===== config.mk =====
export PLATFORM = sky130hd
export DESIGN_NAME = cbn_exec
export DESIGN_NICKNAME = d
export VERILOG_FILES = /design/src/pkg/cbn_pkg.sv /design/src/core/cbn_exec.sv
export SDC_FILE = /design/constraint.sdc
export NUM_CORES = 1
export LEC_CHECK = 0
export ABC_AREA = 0
export ABC_CLOCK_PERIOD_IN_PS = 2400
export BUFFER_PORTS_ARGS = -buffer_cell sky130_fd_sc_hd__buf_2
export CORE_MARGIN = 2
export CORE_UTILIZATION = 40
export CTS_BUF_LIST = sky130_fd_sc_hd__clkbuf_2
export DETAILED_ROUTE_END_ITERATION = 6
export PLACE_DENSITY = 0.67
export SLEW_MARGIN = 20
export SYNTH_ARGS = -nofsm -noshare
export SYNTH_HDL_FRONTEND = slang
export SYNTH_SLANG_ARGS = --single-unit

===== constraint.sdc =====
create_clock -name aclk -period 2.4 [get_ports aclk]
set_input_delay 0.48 -clock aclk [delete_from_list [all_inputs] [get_ports aclk]]
set_output_delay 0.48 -clock aclk [all_outputs]
set_load 0.02 [all_outputs]

===== src/pkg/cbn_pkg.sv =====
// constants and types shared by the bit-clear and branch-on-minus execution unit
package cbn_pkg;
    // ----------------------------------------------------------------
    // register map (byte addresses) and reset values
    // ----------------------------------------------------------------
    localparam logic [3:0]  CTRL_OFFS      = 4'h0;
    localparam logic [3:0]  STAT_OFFS      = 4'h4;
    localparam logic [3:0]  COUNT_OFFS     = 4'h8;
    localparam logic [31:0] CTRL_RST       = 32'h0000_0000;
    localparam int          CTRL_EXT_BIT   = 0;
    localparam int          CTRL_BANK_LSB  = 8;
    localparam logic [1:0]  RESP_OKAY      = 2'h0;
    localparam logic [1:0]  RESP_SLVERR    = 2'h2;
    // ----------------------------------------------------------------
    // instruction encodings and addressing constants
    // ----------------------------------------------------------------
    localparam logic [3:0]  CLR_BIT_PAT    = 4'h9;
    localparam logic [7:0]  BR_MINUS_PAT   = 8'he6;
    localparam logic [7:0]  INDEX_LIMIT    = 8'h5f;
    localparam logic [3:0]  FAST_LOW_BANK  = 4'h0;
    localparam logic [3:0]  FAST_HIGH_BANK = 4'hf;
    localparam int          PC_W           = 21;
    // ----------------------------------------------------------------
    // clock phases inside one instruction cycle, gray coded
    // ----------------------------------------------------------------
    typedef enum logic [1:0] {
        PH_Q1 = 2'b00,
        PH_Q2 = 2'b01,
        PH_Q3 = 2'b11,
        PH_Q4 = 2'b10
    } cbn_phase_t;
    typedef enum logic [1:0] {
        OP_NONE = 2'b00,
        OP_CLR  = 2'b01,
        OP_BRN  = 2'b11
    } cbn_op_t;
endpackage


===== src/core/cbn_exec.sv =====
// execution unit for the bit-clear and branch-on-minus instructions
`timescale 1ns/1ns
// How it works
// - clear_register_bit_op (pattern 1001) zeroes the selected bit and keeps the other bits.
// - with area-select 0 the 8-bit address lands in the fast access area, not the bank.
// - with area-select 1 the address is bank_select_reg joined with the 8-bit field.
// - area-select 0 with extended set enabled and field at most 5Fh uses indexed offset.
// - branch_on_minus_op (1110 0110, 8-bit offset) branches only when negative is 1.
// - a taken branch loads next-instruction address plus twice the signed offset.
// - a taken branch costs two instruction cycles, the second empty; untaken costs one.
module cbn_exec (
    // clock and reset
    input  wire logic                     aclk,
    input  wire logic                     aresetn,
    // instruction issue from the fetch stage
    input  wire logic                     instr_valid,
    input  wire logic [15:0]              instr_word,
    output logic                          instr_ready,
    // core context
    input  wire logic [cbn_pkg::PC_W-1:0] pc_next,
    input  wire logic                     neg_flag,
    input  wire logic [11:0]              index_base,
    // program counter load
    output logic                          pc_load,
    output logic [cbn_pkg::PC_W-1:0]      pc_target,
    // file register port
    output logic [11:0]                   fr_addr,
    output logic                          fr_rd_en,
    input  wire logic [7:0]               fr_rdata,
    output logic                          fr_wr_en,
    output logic [7:0]                    fr_wdata,
    // axi4-lite slave
    input  wire logic [3:0]               s_awaddr,
    input  wire logic                     s_awvalid,
    output logic                          s_awready,
    input  wire logic [31:0]              s_wdata,
    input  wire logic [3:0]               s_wstrb,
    input  wire logic                     s_wvalid,
    output logic                          s_wready,
    output logic [1:0]                    s_bresp,
    output logic                          s_bvalid,
    input  wire logic                     s_bready,
    input  wire logic [3:0]               s_araddr,
    input  wire logic                     s_arvalid,
    output logic                          s_arready,
    output logic [31:0]                   s_rdata,
    output logic [1:0]                    s_rresp,
    output logic                          s_rvalid,
    input  wire logic                     s_rready
);
    // ----------------------------------------------------------------
    // address resolution
    // ----------------------------------------------------------------
    // fast area is split after 5Fh: fields up to 5Fh map to bank 0, the rest to the top bank
    function automatic logic [11:0] resolve_addr(input logic a, input logic [7:0] f,
            input logic ext, input logic [3:0] bank, input logic [11:0] base);
        if (a)
            resolve_addr = {bank, f};
        else if (ext && f <= cbn_pkg::INDEX_LIMIT)
            resolve_addr = base + {4'h0, f};
        else if (f <= cbn_pkg::INDEX_LIMIT)
            resolve_addr = {cbn_pkg::FAST_LOW_BANK, f};
        else
            resolve_addr = {cbn_pkg::FAST_HIGH_BANK, f};
    endfunction
    // ----------------------------------------------------------------
    // state
    // ----------------------------------------------------------------
    cbn_pkg::cbn_phase_t       ph_ff, nxt_ph;
    cbn_pkg::cbn_op_t          op_ff, nxt_op;
    logic                      flush_ff, nxt_flush;
    logic [2:0]                bit_ff, nxt_bit;
    logic [11:0]               addr_ff, nxt_addr;
    logic [7:0]                rd_ff, nxt_rd;
    logic [7:0]                wd_ff, nxt_wd;
    logic                      rd_en_ff, nxt_rd_en;
    logic                      wr_en_ff, nxt_wr_en;
    logic                      load_ff, nxt_load;
    logic                      taken_ff, nxt_taken;
    logic [cbn_pkg::PC_W-1:0]  tgt_ff, nxt_tgt;
    logic [cbn_pkg::PC_W-1:0]  exp_tgt;
    logic [31:0]               ctrl_ff, nxt_ctrl;
    logic [31:0]               count_ff, nxt_count;
    logic                      accept;
    logic                      ext_en;
    logic [3:0]                bank_sel;
    assign ext_en      = ctrl_ff[cbn_pkg::CTRL_EXT_BIT];
    assign bank_sel    = ctrl_ff[cbn_pkg::CTRL_BANK_LSB +: 4];
    // the empty cycle after a taken branch refuses new work
    assign instr_ready = (ph_ff == cbn_pkg::PH_Q1) && !flush_ff;
    assign accept      = instr_ready && instr_valid;
    // next address plus twice the sign-extended offset
    assign exp_tgt     = pc_next + {{(cbn_pkg::PC_W-9){instr_word[7]}}, instr_word[7:0], 1'b0};
    assign pc_load   = load_ff;
    assign pc_target = tgt_ff;
    assign fr_addr   = addr_ff;
    assign fr_rd_en  = rd_en_ff;
    assign fr_wr_en  = wr_en_ff;
    assign fr_wdata  = wd_ff;
    // ----------------------------------------------------------------
    // execution sequencing
    // ----------------------------------------------------------------
    // one aclk per phase; flags are never written by this unit
    always_comb
    begin
        nxt_ph    = ph_ff;
        nxt_op    = op_ff;
        nxt_flush = flush_ff;
        nxt_bit   = bit_ff;
        nxt_addr  = addr_ff;
        nxt_rd    = rd_ff;
        nxt_wd    = wd_ff;
        nxt_rd_en = 1'b0;
        nxt_wr_en = 1'b0;
        nxt_load  = 1'b0;
        nxt_taken = taken_ff;
        nxt_tgt   = tgt_ff;
        nxt_count = count_ff;
        unique case (ph_ff)
            cbn_pkg::PH_Q1:
            begin
                nxt_ph = cbn_pkg::PH_Q2;
                nxt_op = cbn_pkg::OP_NONE;
                if (accept && instr_word[15:12] == cbn_pkg::CLR_BIT_PAT)
                begin
                    nxt_op    = cbn_pkg::OP_CLR;
                    nxt_bit   = instr_word[11:9];
                    nxt_addr  = resolve_addr(instr_word[8], instr_word[7:0], ext_en,
                                             bank_sel, index_base);
                    nxt_rd_en = 1'b1;
                end
                else if (accept && instr_word[15:8] == cbn_pkg::BR_MINUS_PAT)
                begin
                    nxt_op  = cbn_pkg::OP_BRN;
                    nxt_tgt = exp_tgt;
                end
            end
            cbn_pkg::PH_Q2:
            begin
                nxt_ph = cbn_pkg::PH_Q3;
                if (op_ff == cbn_pkg::OP_CLR)
                    nxt_rd = fr_rdata;
            end
            cbn_pkg::PH_Q3:
            begin
                nxt_ph = cbn_pkg::PH_Q4;
                if (op_ff == cbn_pkg::OP_CLR)
                begin
                    nxt_wd    = rd_ff & ~(8'h01 << bit_ff);
                    nxt_wr_en = 1'b1;
                end
                if (op_ff == cbn_pkg::OP_BRN)
                begin
                    nxt_taken = neg_flag;
                    nxt_load  = neg_flag;
                end
            end
            cbn_pkg::PH_Q4:
            begin
                nxt_ph    = cbn_pkg::PH_Q1;
                // a taken branch turns the next cycle into an empty one
                nxt_flush = (op_ff == cbn_pkg::OP_BRN) && load_ff;
                if (op_ff != cbn_pkg::OP_NONE)
                    nxt_count = count_ff + 32'h0000_0001;
            end
        endcase
    end
    // registering of the execution state
    always_ff @(posedge aclk)
    begin
        if (!aresetn)
        begin
            ph_ff    <= cbn_pkg::PH_Q1;
            op_ff    <= cbn_pkg::OP_NONE;
            flush_ff <= 1'b0;
            bit_ff   <= 3'h0;
            addr_ff  <= 12'h000;
            rd_ff    <= 8'h00;
            wd_ff    <= 8'h00;
            rd_en_ff <= 1'b0;
            wr_en_ff <= 1'b0;
            load_ff  <= 1'b0;
            taken_ff <= 1'b0;
            tgt_ff   <= '0;
            count_ff <= 32'h0000_0000;
        end
        else
        begin
            ph_ff    <= nxt_ph;
            op_ff    <= nxt_op;
            flush_ff <= nxt_flush;
            bit_ff   <= nxt_bit;
            addr_ff  <= nxt_addr;
            rd_ff    <= nxt_rd;
            wd_ff    <= nxt_wd;
            rd_en_ff <= nxt_rd_en;
            wr_en_ff <= nxt_wr_en;
            load_ff  <= nxt_load;
            taken_ff <= nxt_taken;
            tgt_ff   <= nxt_tgt;
            count_ff <= nxt_count;
        end
    end
    // ----------------------------------------------------------------
    // axi4-lite register slave
    // ----------------------------------------------------------------
    logic        bvalid_ff, nxt_bvalid;
    logic [1:0]  bresp_ff, nxt_bresp;
    logic        rvalid_ff, nxt_rvalid;
    logic [1:0]  rresp_ff, nxt_rresp;
    logic [31:0] rdata_ff, nxt_rdata;
    logic        wr_go;
    logic        rd_go;
    // address and data are taken together, so arrival order does not matter
    assign s_awready = s_awvalid && s_wvalid && !bvalid_ff;
    assign s_wready  = s_awready;
    assign s_arready = !rvalid_ff;
    assign wr_go     = s_awready;
    assign rd_go     = s_arvalid && s_arready;
    assign s_bvalid  = bvalid_ff;
    assign s_bresp   = bresp_ff;
    assign s_rvalid  = rvalid_ff;
    assign s_rresp   = rresp_ff;
    assign s_rdata   = rdata_ff;
    // only the control word is writable; others answer with an error
    always_comb
    begin
        nxt_ctrl   = ctrl_ff;
        nxt_bvalid = bvalid_ff && !s_bready;
        nxt_bresp  = bresp_ff;
        nxt_rvalid = rvalid_ff && !s_rready;
        nxt_rresp  = rresp_ff;
        nxt_rdata  = rdata_ff;
        if (wr_go)
        begin
            nxt_bvalid = 1'b1;
            nxt_bresp  = cbn_pkg::RESP_SLVERR;
            if (s_awaddr == cbn_pkg::CTRL_OFFS)
            begin
                nxt_bresp = cbn_pkg::RESP_OKAY;
                for (int i = 0; i < 4; i++)
                    if (s_wstrb[i])
                        nxt_ctrl[i*8 +: 8] = s_wdata[i*8 +: 8];
                nxt_ctrl[31:12] = 20'h00000;
                nxt_ctrl[7:1]   = 7'h00;
            end
        end
        if (rd_go)
        begin
            nxt_rvalid = 1'b1;
            nxt_rresp  = cbn_pkg::RESP_OKAY;
            unique case (s_araddr)
                cbn_pkg::CTRL_OFFS:  nxt_rdata = ctrl_ff;
                cbn_pkg::STAT_OFFS:  nxt_rdata = {28'h0000000, ph_ff, taken_ff, flush_ff};
                cbn_pkg::COUNT_OFFS: nxt_rdata = count_ff;
                default:
                begin
                    nxt_rdata = 32'h0000_0000;
                    nxt_rresp = cbn_pkg::RESP_SLVERR;
                end
            endcase
        end
    end
    // registering of the bus side
    always_ff @(posedge aclk)
    begin
        if (!aresetn)
        begin
            ctrl_ff   <= cbn_pkg::CTRL_RST;
            bvalid_ff <= 1'b0;
            bresp_ff  <= cbn_pkg::RESP_OKAY;
            rvalid_ff <= 1'b0;
            rresp_ff  <= cbn_pkg::RESP_OKAY;
            rdata_ff  <= 32'h0000_0000;
        end
        else
        begin
            ctrl_ff   <= nxt_ctrl;
            bvalid_ff <= nxt_bvalid;
            bresp_ff  <= nxt_bresp;
            rvalid_ff <= nxt_rvalid;
            rresp_ff  <= nxt_rresp;
            rdata_ff  <= nxt_rdata;
        end
    end

    wire logic clr_acc = accept && instr_word[15:12] == cbn_pkg::CLR_BIT_PAT;
    wire logic brn_acc = accept && instr_word[15:8] == cbn_pkg::BR_MINUS_PAT;
endmodule // cbn_exec


* Word level (Yosys, flattened, before mapping)
Index checks and enable logic that the tools add are counted.
** Word-level totals
- Bits in registers :: 136
- Input bits :: 110
- Output and inout port bits :: 86
** Operators by class
- Add/sub/neg operators :: 3
- Order comparisons :: 1
- Equality and inequality tests :: 9
- Shifts and indexed selects :: 1
- Muxes and demuxes :: 13
- Bitwise gates (word level) :: 3
- Reductions and logical operators :: 32
** Operators by type and width (count)
- 32-bit case mux with 3 select lines :: 1
- 12-bit 2-to-1 mux :: 3
- 32-bit by 1-bit adder with 32-bit output, second input constant :: 1
- 21-bit adder :: 1
- 2-bit AND reduction :: 7
- 12-bit by 8-bit adder with 12-bit output :: 1
- 3-bit AND reduction :: 4
- 1-bit logical AND :: 11
- 8-bit bitwise AND :: 1
- 4-bit == test, second input constant :: 2
- 8-bit == test, second input constant :: 1
- 8-bit by 7-bit less-or-equal comparator with 1-bit output, second input constant :: 1
- 4-bit zero test :: 2
- 2-bit 2-to-1 mux :: 4
- 8-bit inverter :: 1
- 2-bit case mux with 4 select lines :: 1
- 1-bit by 3-bit left shift with 8-bit output, first input constant :: 1
- 2-bit == test, second input constant :: 3
- 1-bit zero test :: 5
- 2-bit by 1-bit == test with 1-bit output, second input constant :: 2
- 4-bit by 3-bit == test with 1-bit output, second input constant :: 1
- 1-bit 2-to-1 mux :: 4
- 3-bit OR reduction :: 1
- 2-bit zero test :: 1
- 2 further kinds :: 2

* Longest topological paths before layout
Gate-level depths: netlist of run 1.
- Depth after elaboration :: 6
- Gate-level depth with buffers :: 10

* Worst setup path after synthesis of run 1
OpenSTA, ideal clock, no wires.
- Path kind :: input-to-reg
- Start :: input port instr_word[0]
- End :: register tgt_ff (netlist bit pc_target[19])
- Library setup time :: 0.118 ns
- Data arrival time :: 2.275 ns
- Required time :: 2.282 ns
- Setup slack :: 0.007 ns
- Stages on the path :: 9
- Buffers on the path :: 0
- Cell sequence :: ha_1 -> fa_1 -> a211oi_2 -> o21ai_2 -> a31oi_4 -> o21ai_2 -> a221oi_2 -> xor2_1 -> o21ai_1
** Between the ends
- Cells in the longest elaborated chain, start to end :: 1
** RTL lines
- start: declaration :: RTL line cbn_exec.sv:17 : input wire logic [15:0] instr_word,
- 21-bit adder :: RTL line cbn_exec.sv:93 : assign exp_tgt = pc_next + {{(cbn_pkg::PC_W-9){instr_word[7]}}, instr_word[7:0], 1'b0};
- end signal: assignment :: RTL line cbn_exec.sv:200 : tgt_ff <= nxt_tgt;
- end: declaration :: RTL line cbn_exec.sv:80 : logic [cbn_pkg::PC_W-1:0] tgt_ff, nxt_tgt;
No other way between the ends.
A chain may end at the register's enable or synchronous reset.

* Final worst setup path of run 1
- Start :: register ph_ff[0]
- End :: output port instr_ready
** Between the ends
- Cells in the longest elaborated chain, start to end :: 2
** RTL lines
- start: declaration :: RTL line cbn_exec.sv:69 : cbn_pkg::cbn_phase_t ph_ff, nxt_ph;
- start signal: assignment :: RTL line cbn_exec.sv:173 : ph_ff <= cbn_pkg::PH_Q1;
- start signal: assignment :: RTL line cbn_exec.sv:189 : ph_ff <= nxt_ph;
- 2-bit zero test :: RTL line cbn_exec.sv:90 : assign instr_ready = (ph_ff == cbn_pkg::PH_Q1) && !flush_ff;
- 1-bit logical AND :: RTL line cbn_exec.sv:90
- end: declaration :: RTL line cbn_exec.sv:18 : output logic instr_ready,
No other way between the ends.

==> impl_metrics.csv, run 1 <==
group,metric,value,unit
run_status,status,"complete, no violations",
drt,viasPerCell,5.06,
yosys,synth_edf_count,0,
sta,setup_viol,0,
drt,via_count,6188,
clocking,cts_max_path_buffers,2,
critical_path,slowest_delay,0.47,ns
yosys,ys_seq_elements,134,
cells_and_area,final_util,51.6,%
critical_path,critPathRequiredTime,1.92,ns
placed_design,globalplace.congestion,0.854,
min_path,holdPathStages,3,
power_and_ir_drop,p_sw,1.37,mW
critical_path,endpoint_kind,"output port",
yosys,ys_seq_area_share,40.2,%
critical_path,cp-start-kind,"register",
critical_path,slowest_stage,"dfxtp_1",
power_and_ir_drop,pwr-share-comb,15.1,%
yosys,yosysTopAreaCell,"dfxtp_1",
yosys,yosysWarnings,0,
die,core_area,16500,um2
yosys,post-synth-top-count-cell,"dfxtp_1",
sta,tightest_slew,0.587,ns
cells_and_area,stdcell_area,8500,um2
sta,maxSlewViolCount,0,
clocking,numClockSinks,134,
cells_and_area,area_delta_synth_final,27.3,%
global_routing,grt-ovfl-total,0,
yosys,synth_flop_cell,"dfxtp_1",
clocking,clk_pin_slew,0.23,ns
clocking,root_buffer,"clkbuf_2",
power_and_ir_drop,p_seq_share,50.8,%
die,dieArea,17700,um2
die,ios,196,
clocking,post_cts_buffers,0,
sta,fin_worst_skew,0.0516,ns
power_and_ir_drop,peakVddDrop,0.350,mV
critical_path,crit_chain,"nor3_4 -> buf_2",
drt,drtIter0Drc,253,
sta,rsz0062_at_grt,"no",
placed_design,placed_cells,1161,
yosys,yosysTopAreaCellShare,40.2,%
placed_design,placed_area,7930,um2
yosys,synth_area_leaders,"dfxtp_1 (40%), nor2_1 (6.4%), ha_1 (5.3%)",
drt,wl_per_cell,14.3,um
die,dieWidth,133,um
sta,fmax,467,MHz
cells_and_area,fin_cells,1223,
clocking,clk_latency,0.75,ns
yosys,synthCells,775,
clocking,cts_made_buffers,17,
yosys,syn_area,6670,um2
sta,min_period,2.14,ns
yosys,ys_async_sr_fraction,0,%
sta,hold_viol_final,0,
yosys,avgSynthCellArea,8.61,um2
critical_path,reg2reg_depth,7,
drt,firstDrtPassIters,4,
die,num_rows,47,
power_and_ir_drop,power_leakage,3.71,nW
sta,period_share,89.1,%
yosys,synth_cell_types,70,
clocking,cts_hold_buf,28,
drt,drcViolationCount,0,
flow_run,maxCapViolCount,0,
global_routing,grt_pass1_wl,28100,um
critical_path,cp_max_fo,10,
global_routing,antenna_found_initial,1,
power_and_ir_drop,switching_share,30.9,%
die,die_h,133,um
clocking,tritoncts,"yes",
global_routing,grt_max_degree,112,
drt,wl,17400,um
cells_and_area,drive_gt1_share,26.3,%
placed_design,portBuffers,164,
critical_path,arrival,1.66,ns
sta,relSlewSlack,59.8,%
power_and_ir_drop,p_per_area,523,nW/um2
clocking,cts_resized,0,
placed_design,dp_hpwl,12600,um
global_routing,grt_use_total,19.7,%
die,initial_core_util,40.5,%
power_and_ir_drop,p_int,3.07,mW
power_and_ir_drop,clockPowerShare,34.1,%
drt,ant_nets,0,
cells_and_area,final_nets,1129,
min_path,min_path_type,"in2reg",
yosys,synthTopCellsByCount,"dfxtp_1 (134), nor2_1 (114), nand2_1 (76), a21oi_1 (53), nand3_1 (44)",
global_routing,grt_pass1_vias,5749,
critical_path,crit_type,"reg2out",
power_and_ir_drop,fin_total_pwr,4.44,mW
clocking,htree_levels,4,
==> worst paths after layout <==
kind | slack [ns] | endpoint | start
worst max-delay path | 0.26 | instr_ready | ph_ff[0]$_SDFF_PN0_
worst min-delay path | 0.09 | s_rresp[1]$_SDFFE_PN0P_ | s_arvalid
worst max register to register | 0.39 | count_ff[31]$_SDFFE_PN0P_ | count_ff[9]$_SDFFE_PN0P_
worst min register to register | 0.46 | fr_wdata[2]$_SDFFE_PN0P_ | fr_wdata[2]$_SDFFE_PN0P_
==> power by group through the flow <==
stage	clock (mW)	sequential (mW)	combinational [mW]
6_report	1.51	2.26	0.671
2_1_floorplan	0	2.30	0.399
3_5_place_dp	0	2.30	0.636
4_1_cts	1.57	2.26	0.670
5_1_grt	1.64	2.26	0.743
3_3_place_gp	0	2.30	0.631
==> metal layers <==
layer / global-route usage, % / wire length, um / vias up
li1: - / - / 3180
met1: 25.5 / 8190 / 2840
met2: 32.4 / 8100 / 145
met3: 4.19 / 806 / 23
met4: 7.80 / 354 / 0
met5: 0 / 0 / -
==> area by class of cell <==
cell class / instances / area, um2
Inverter: 13 / 50.0
Sequential cell: 134 / 2680
Clock inverter: 15 / 189
Antenna cell: 1 / 2.50
Fill cell: 1580 / 7970
Tap cell: 220 / 275
Multi-Input combinational cell: 590 / 3770
Timing Repair Buffer: 233 / 1440
Clock buffer: 17 / 85.1
==> logic make-up after synthesis <==
| family | count (synthesis) | synth area share [%] |
|---|---|---|
| other cells | 1 | 0.0562 |
| xor+xnor | 45 | 5.91 |
| buf+inv | 52 | 3.54 |
| simple gates | 304 | 22.4 |
| fa+ha+maj | 30 | 5.85 |
| mux | 23 | 3.45 |
| compound gates | 186 | 18.5 |
| flops | 134 | 40.2 |
==> state kept, by name, indices dropped and copies added, names as in the netlist, 3 cells and up <==
name	count
s_rdata	32
pc_target	21
rd_ff	8
count_ff	32
fr_addr	12
bit_ff	3
ctrl_ff	5
fr_wdata	8
==> layout by cell type, fill, tap and decap left out, types with 5 or more instances in the layout <==
cell             n
dlygate4sd3_1   29
inv_1           12
a31oi_1          7
o21ai_0         34
and3_1          10
nand4_1          8
nand2_1         76
mux2i_1         23
buf_4           38
clkbuf_2        17
ha_1            28
a211oi_1        12
xnor2_1         17
o211ai_1         8
a21o_1          10
a21oi_1         53
xor2_1          28
buf_2          164
dfxtp_1        134
nor3_1           7
a22oi_1         28
nand3_1         44
nor2_1         114
nand2b_1         5
==> metrics by stage <==
stage | hold slack, ns | setup TNS, ns | setup slack, ns
final | 0.0870 | 0 | 0.261
after global routing | 0.0102 | 0 | 0.113
after CTS | 0.000213 | 0 | 0.154
after detailed placement | 0.442 | -0.698 | -0.206
after global placement | 0.437 | -0.466 | -0.150
after floorplan | 0.446 | 0 | 0.00677
==> worst max-delay path: cells and delay by family (launching register included) <==
kind	cells	cell delay [ns]
DFF	1	0.47
and+or+nand+nor	1	0.27
buffers and inverters	1	0.21
No activity file was read; power rests on OpenSTA's default activity.
==> run 2, diff against run 1 <==
--- a/config.mk
+++ b/config.mk
@@ -6,13 +6,12 @@
 export NUM_CORES = 1
 export LEC_CHECK = 0
 export ABC_AREA = 0
-export ABC_CLOCK_PERIOD_IN_PS = 2400
+export ABC_CLOCK_PERIOD_IN_PS = 2700
 export BUFFER_PORTS_ARGS = -buffer_cell sky130_fd_sc_hd__buf_2
 export CORE_MARGIN = 2
 export CORE_UTILIZATION = 40
 export CTS_BUF_LIST = sky130_fd_sc_hd__clkbuf_2
 export DETAILED_ROUTE_END_ITERATION = 6
-export PLACE_DENSITY = 0.67
 export SLEW_MARGIN = 20
 export SYNTH_ARGS = -nofsm -noshare
 export SYNTH_HDL_FRONTEND = slang
==> constraint.sdc (replaced) <==
create_clock -name aclk -period 2.7 [get_ports aclk]
set_input_delay 0.54 -clock aclk [delete_from_list [all_inputs] [get_ports aclk]]
set_output_delay 0.54 -clock aclk [all_outputs]
set_load 0.02 [all_outputs]
==> run 2 against run 1 <==
  * Flip-flop and latch count did not move
  * Final area fell by 4.1%
  * Clock skew fell by 0.012 ns
  * Core utilization fell by 2.1 points
  * Combinational power fell by 18%
  * Via count fell by 1.7%
  * Clock-buffer cell count rose by 1
  * Global-route usage rose by 0.41 points
  * Final cell count fell by 2.9%
  * Largest cell class unchanged
==> impl_metrics.csv, run 2 (synthesized netlist as in run 1, its figures left out) <==
group,metric,value,unit
drt,wl,17700,um
die,core_area,16500,um2
global_routing,grt_pass1_wl,28600,um
sta,maxSlewViolCount,0,
cells_and_area,layout_commonest_cell,"buf_2",
power_and_ir_drop,peakVddDrop,0.261,mV
placed_design,placed_area,7740,um2
run_status,status,"complete, no violations",
sta,relSlewSlack,53.2,%
critical_path,crit_type,"reg2out",
placed_design,portBuffers,164,
power_and_ir_drop,p_per_area,475,nW/um2
sta,tightest_slew,0.700,ns
power_and_ir_drop,fin_total_pwr,3.87,mW
cells_and_area,area_delta_synth_final,22.1,%
clocking,post_cts_buffers,0,
power_and_ir_drop,switching_share,30.7,%
drt,drtIter0Drc,255,
sta,min_period,2.20,ns
global_routing,grt_use_total,20.1,%
clocking,htree_levels,4,
clocking,numClockSinks,134,
critical_path,cp-start-kind,"register",
critical_path,critPathRequiredTime,2.16,ns
drt,highest_layer,"met4",
drt,viasPerCell,5.13,
critical_path,startpoint,"ph_ff[1]$_SDFF_PN0_",
power_and_ir_drop,p_sw,1.19,mW
die,initial_core_util,40.5,%
sta,setup_viol,0,
clocking,clk_pin_slew,0.20,ns
critical_path,reg2reg_from,"ph_ff[1]$_SDFF_PN0_",
drt,wl_met1,8400,um
clocking,clk_latency,0.74,ns
power_and_ir_drop,pwr-share-comb,14.3,%
global_routing,grt-ovfl-total,0,
critical_path,reg2reg_slack,0.56,ns
die,num_rows,47,
critical_path,endpoint_kind,"output port",
sta,rsz0062_at_grt,"no",
cells_and_area,regArea,2680,um2
drt,wl_per_cell,14.9,um
min_path,holdCritStartpoint,"fr_rdata[3]",
power_and_ir_drop,clockPowerShare,33.8,%
clocking,root_buffer,"clkbuf_2",
sta,fin_worst_skew,0.0396,ns
sta,period_share,81.5,%
drt,routed-wl-met3,1010,um
cells_and_area,final_cell_mix,"buf_2 (164), dfxtp_1 (134), nor2_1 (114)",
cells_and_area,nFillCells,1664,
drt,drcViolationCount,0,
die,dieArea,17700,um2
critical_path,reg2reg_to,"count_ff[31]$_SDFFE_PN0P_",
critical_path,reg2reg_depth,7,
global_routing,grt_max_degree,41,
drt,firstDrtPassIters,4,
power_and_ir_drop,power_leakage,3.55,nW
sta,hold_viol_final,0,
min_path,min_to,"rd_ff[3]$_SDFFE_PN0P_",
global_routing,antenna_found_initial,1,
power_and_ir_drop,p_int,2.68,mW
placed_design,dp_hpwl,12900,um
critical_path,cp_max_fo,10,
cells_and_area,final_nets,1093,
placed_design,globalplace.congestion,0.867,
die,die_h,133,um
flow_run,maxCapViolCount,0,
min_path,holdPathStages,3,
drt,ant_nets,0,
clocking,cts_made_buffers,17,
die,ios,196,
clocking,tritoncts,"yes",
drt,via_count,6085,
critical_path,arrival,1.66,ns
clocking,cts_max_path_buffers,2,
power_and_ir_drop,p_seq_share,51.8,%
sta,fmax,454,MHz
cells_and_area,multi_input_area,3780,um2
cells_and_area,stdcell_area,8150,um2
min_path,min_path_type,"in2reg",
global_routing,grt_pass1_vias,5718,
cells_and_area,drive_gt1_share,25.1,%
die,dieWidth,133,um
sta,setup_tns,0,ns
drt,met2_length,7960,um
## run 2: worst max-delay path by stage
| stage | endpoint | depth (start not counted) | slack, ns |
|---|---|---|---|
| after floorplan | pc_target[19]$_SDFFE_PN0P_ | 9 | 0.25 |
| after global placement | pc_target[19]$_SDFFE_PN0P_ | 10 | 0.07 |
| after detailed placement | pc_target[19]$_SDFFE_PN0P_ | 10 | 0.05 |
| after CTS | instr_ready | 2 | 0.41 |
| after global routing | instr_ready | 2 | 0.36 |
| final | instr_ready | 2 | 0.50 |
## run 2: power by group through the flow
stage	Combinational (mW)	Clock (mW)	Sequential, mW
finish	0.553	1.31	2.01
global route	0.612	1.42	2.01
CTS	0.555	1.35	2.01
detailed placement	0.536	0	2.04
global placement	0.535	0	2.04
floorplan	0.354	0	2.05
## run 2: per-layer routing
metal | track usage [%] | vias to the layer above
met5 | 0 | -
met4 | 6.56 | 0
met3 | 5.18 | 18
met2 | 32.2 | 148
met1 | 26.7 | 2806
li1 | - | 3113
## run 2: cell type report
type | count | share of cell area [%]
clock inverters | 14 | 2.00
inverters | 13 | 0.614
multi-input cells | 590 | 46.4
well taps | 220 | 3.38
clock buffers | 18 | 1.11
diodes | 1 | 0.0307
flip-flops and latches | 134 | 32.9
repair buffers | 197 | 13.6
## run 2: repair_timing
action                                 CTS  global route
hold buffers                            15             0
gates resized for setup                  0             0
endpoints found under the hold margin   14             0
## run 2: through the flow
step           instances  setup WS (ns)  hold WS [ns]  util [%]
2_1_floorplan        776          0.247         0.446         -
3_3_place_gp        1139         0.0727         0.437      47.0
3_5_place_dp        1139         0.0495         0.444      47.0
4_1_cts             1186          0.413       0.00396      49.5
5_1_grt             1187          0.361        0.0130      49.5
6_report            1187          0.499        0.0684      49.5
## run 2: worst max-delay path, cell delays in order, from the launching register on
cell     delay, ns
dfxtp_1       0.50
nor3_4        0.24
buf_2         0.21
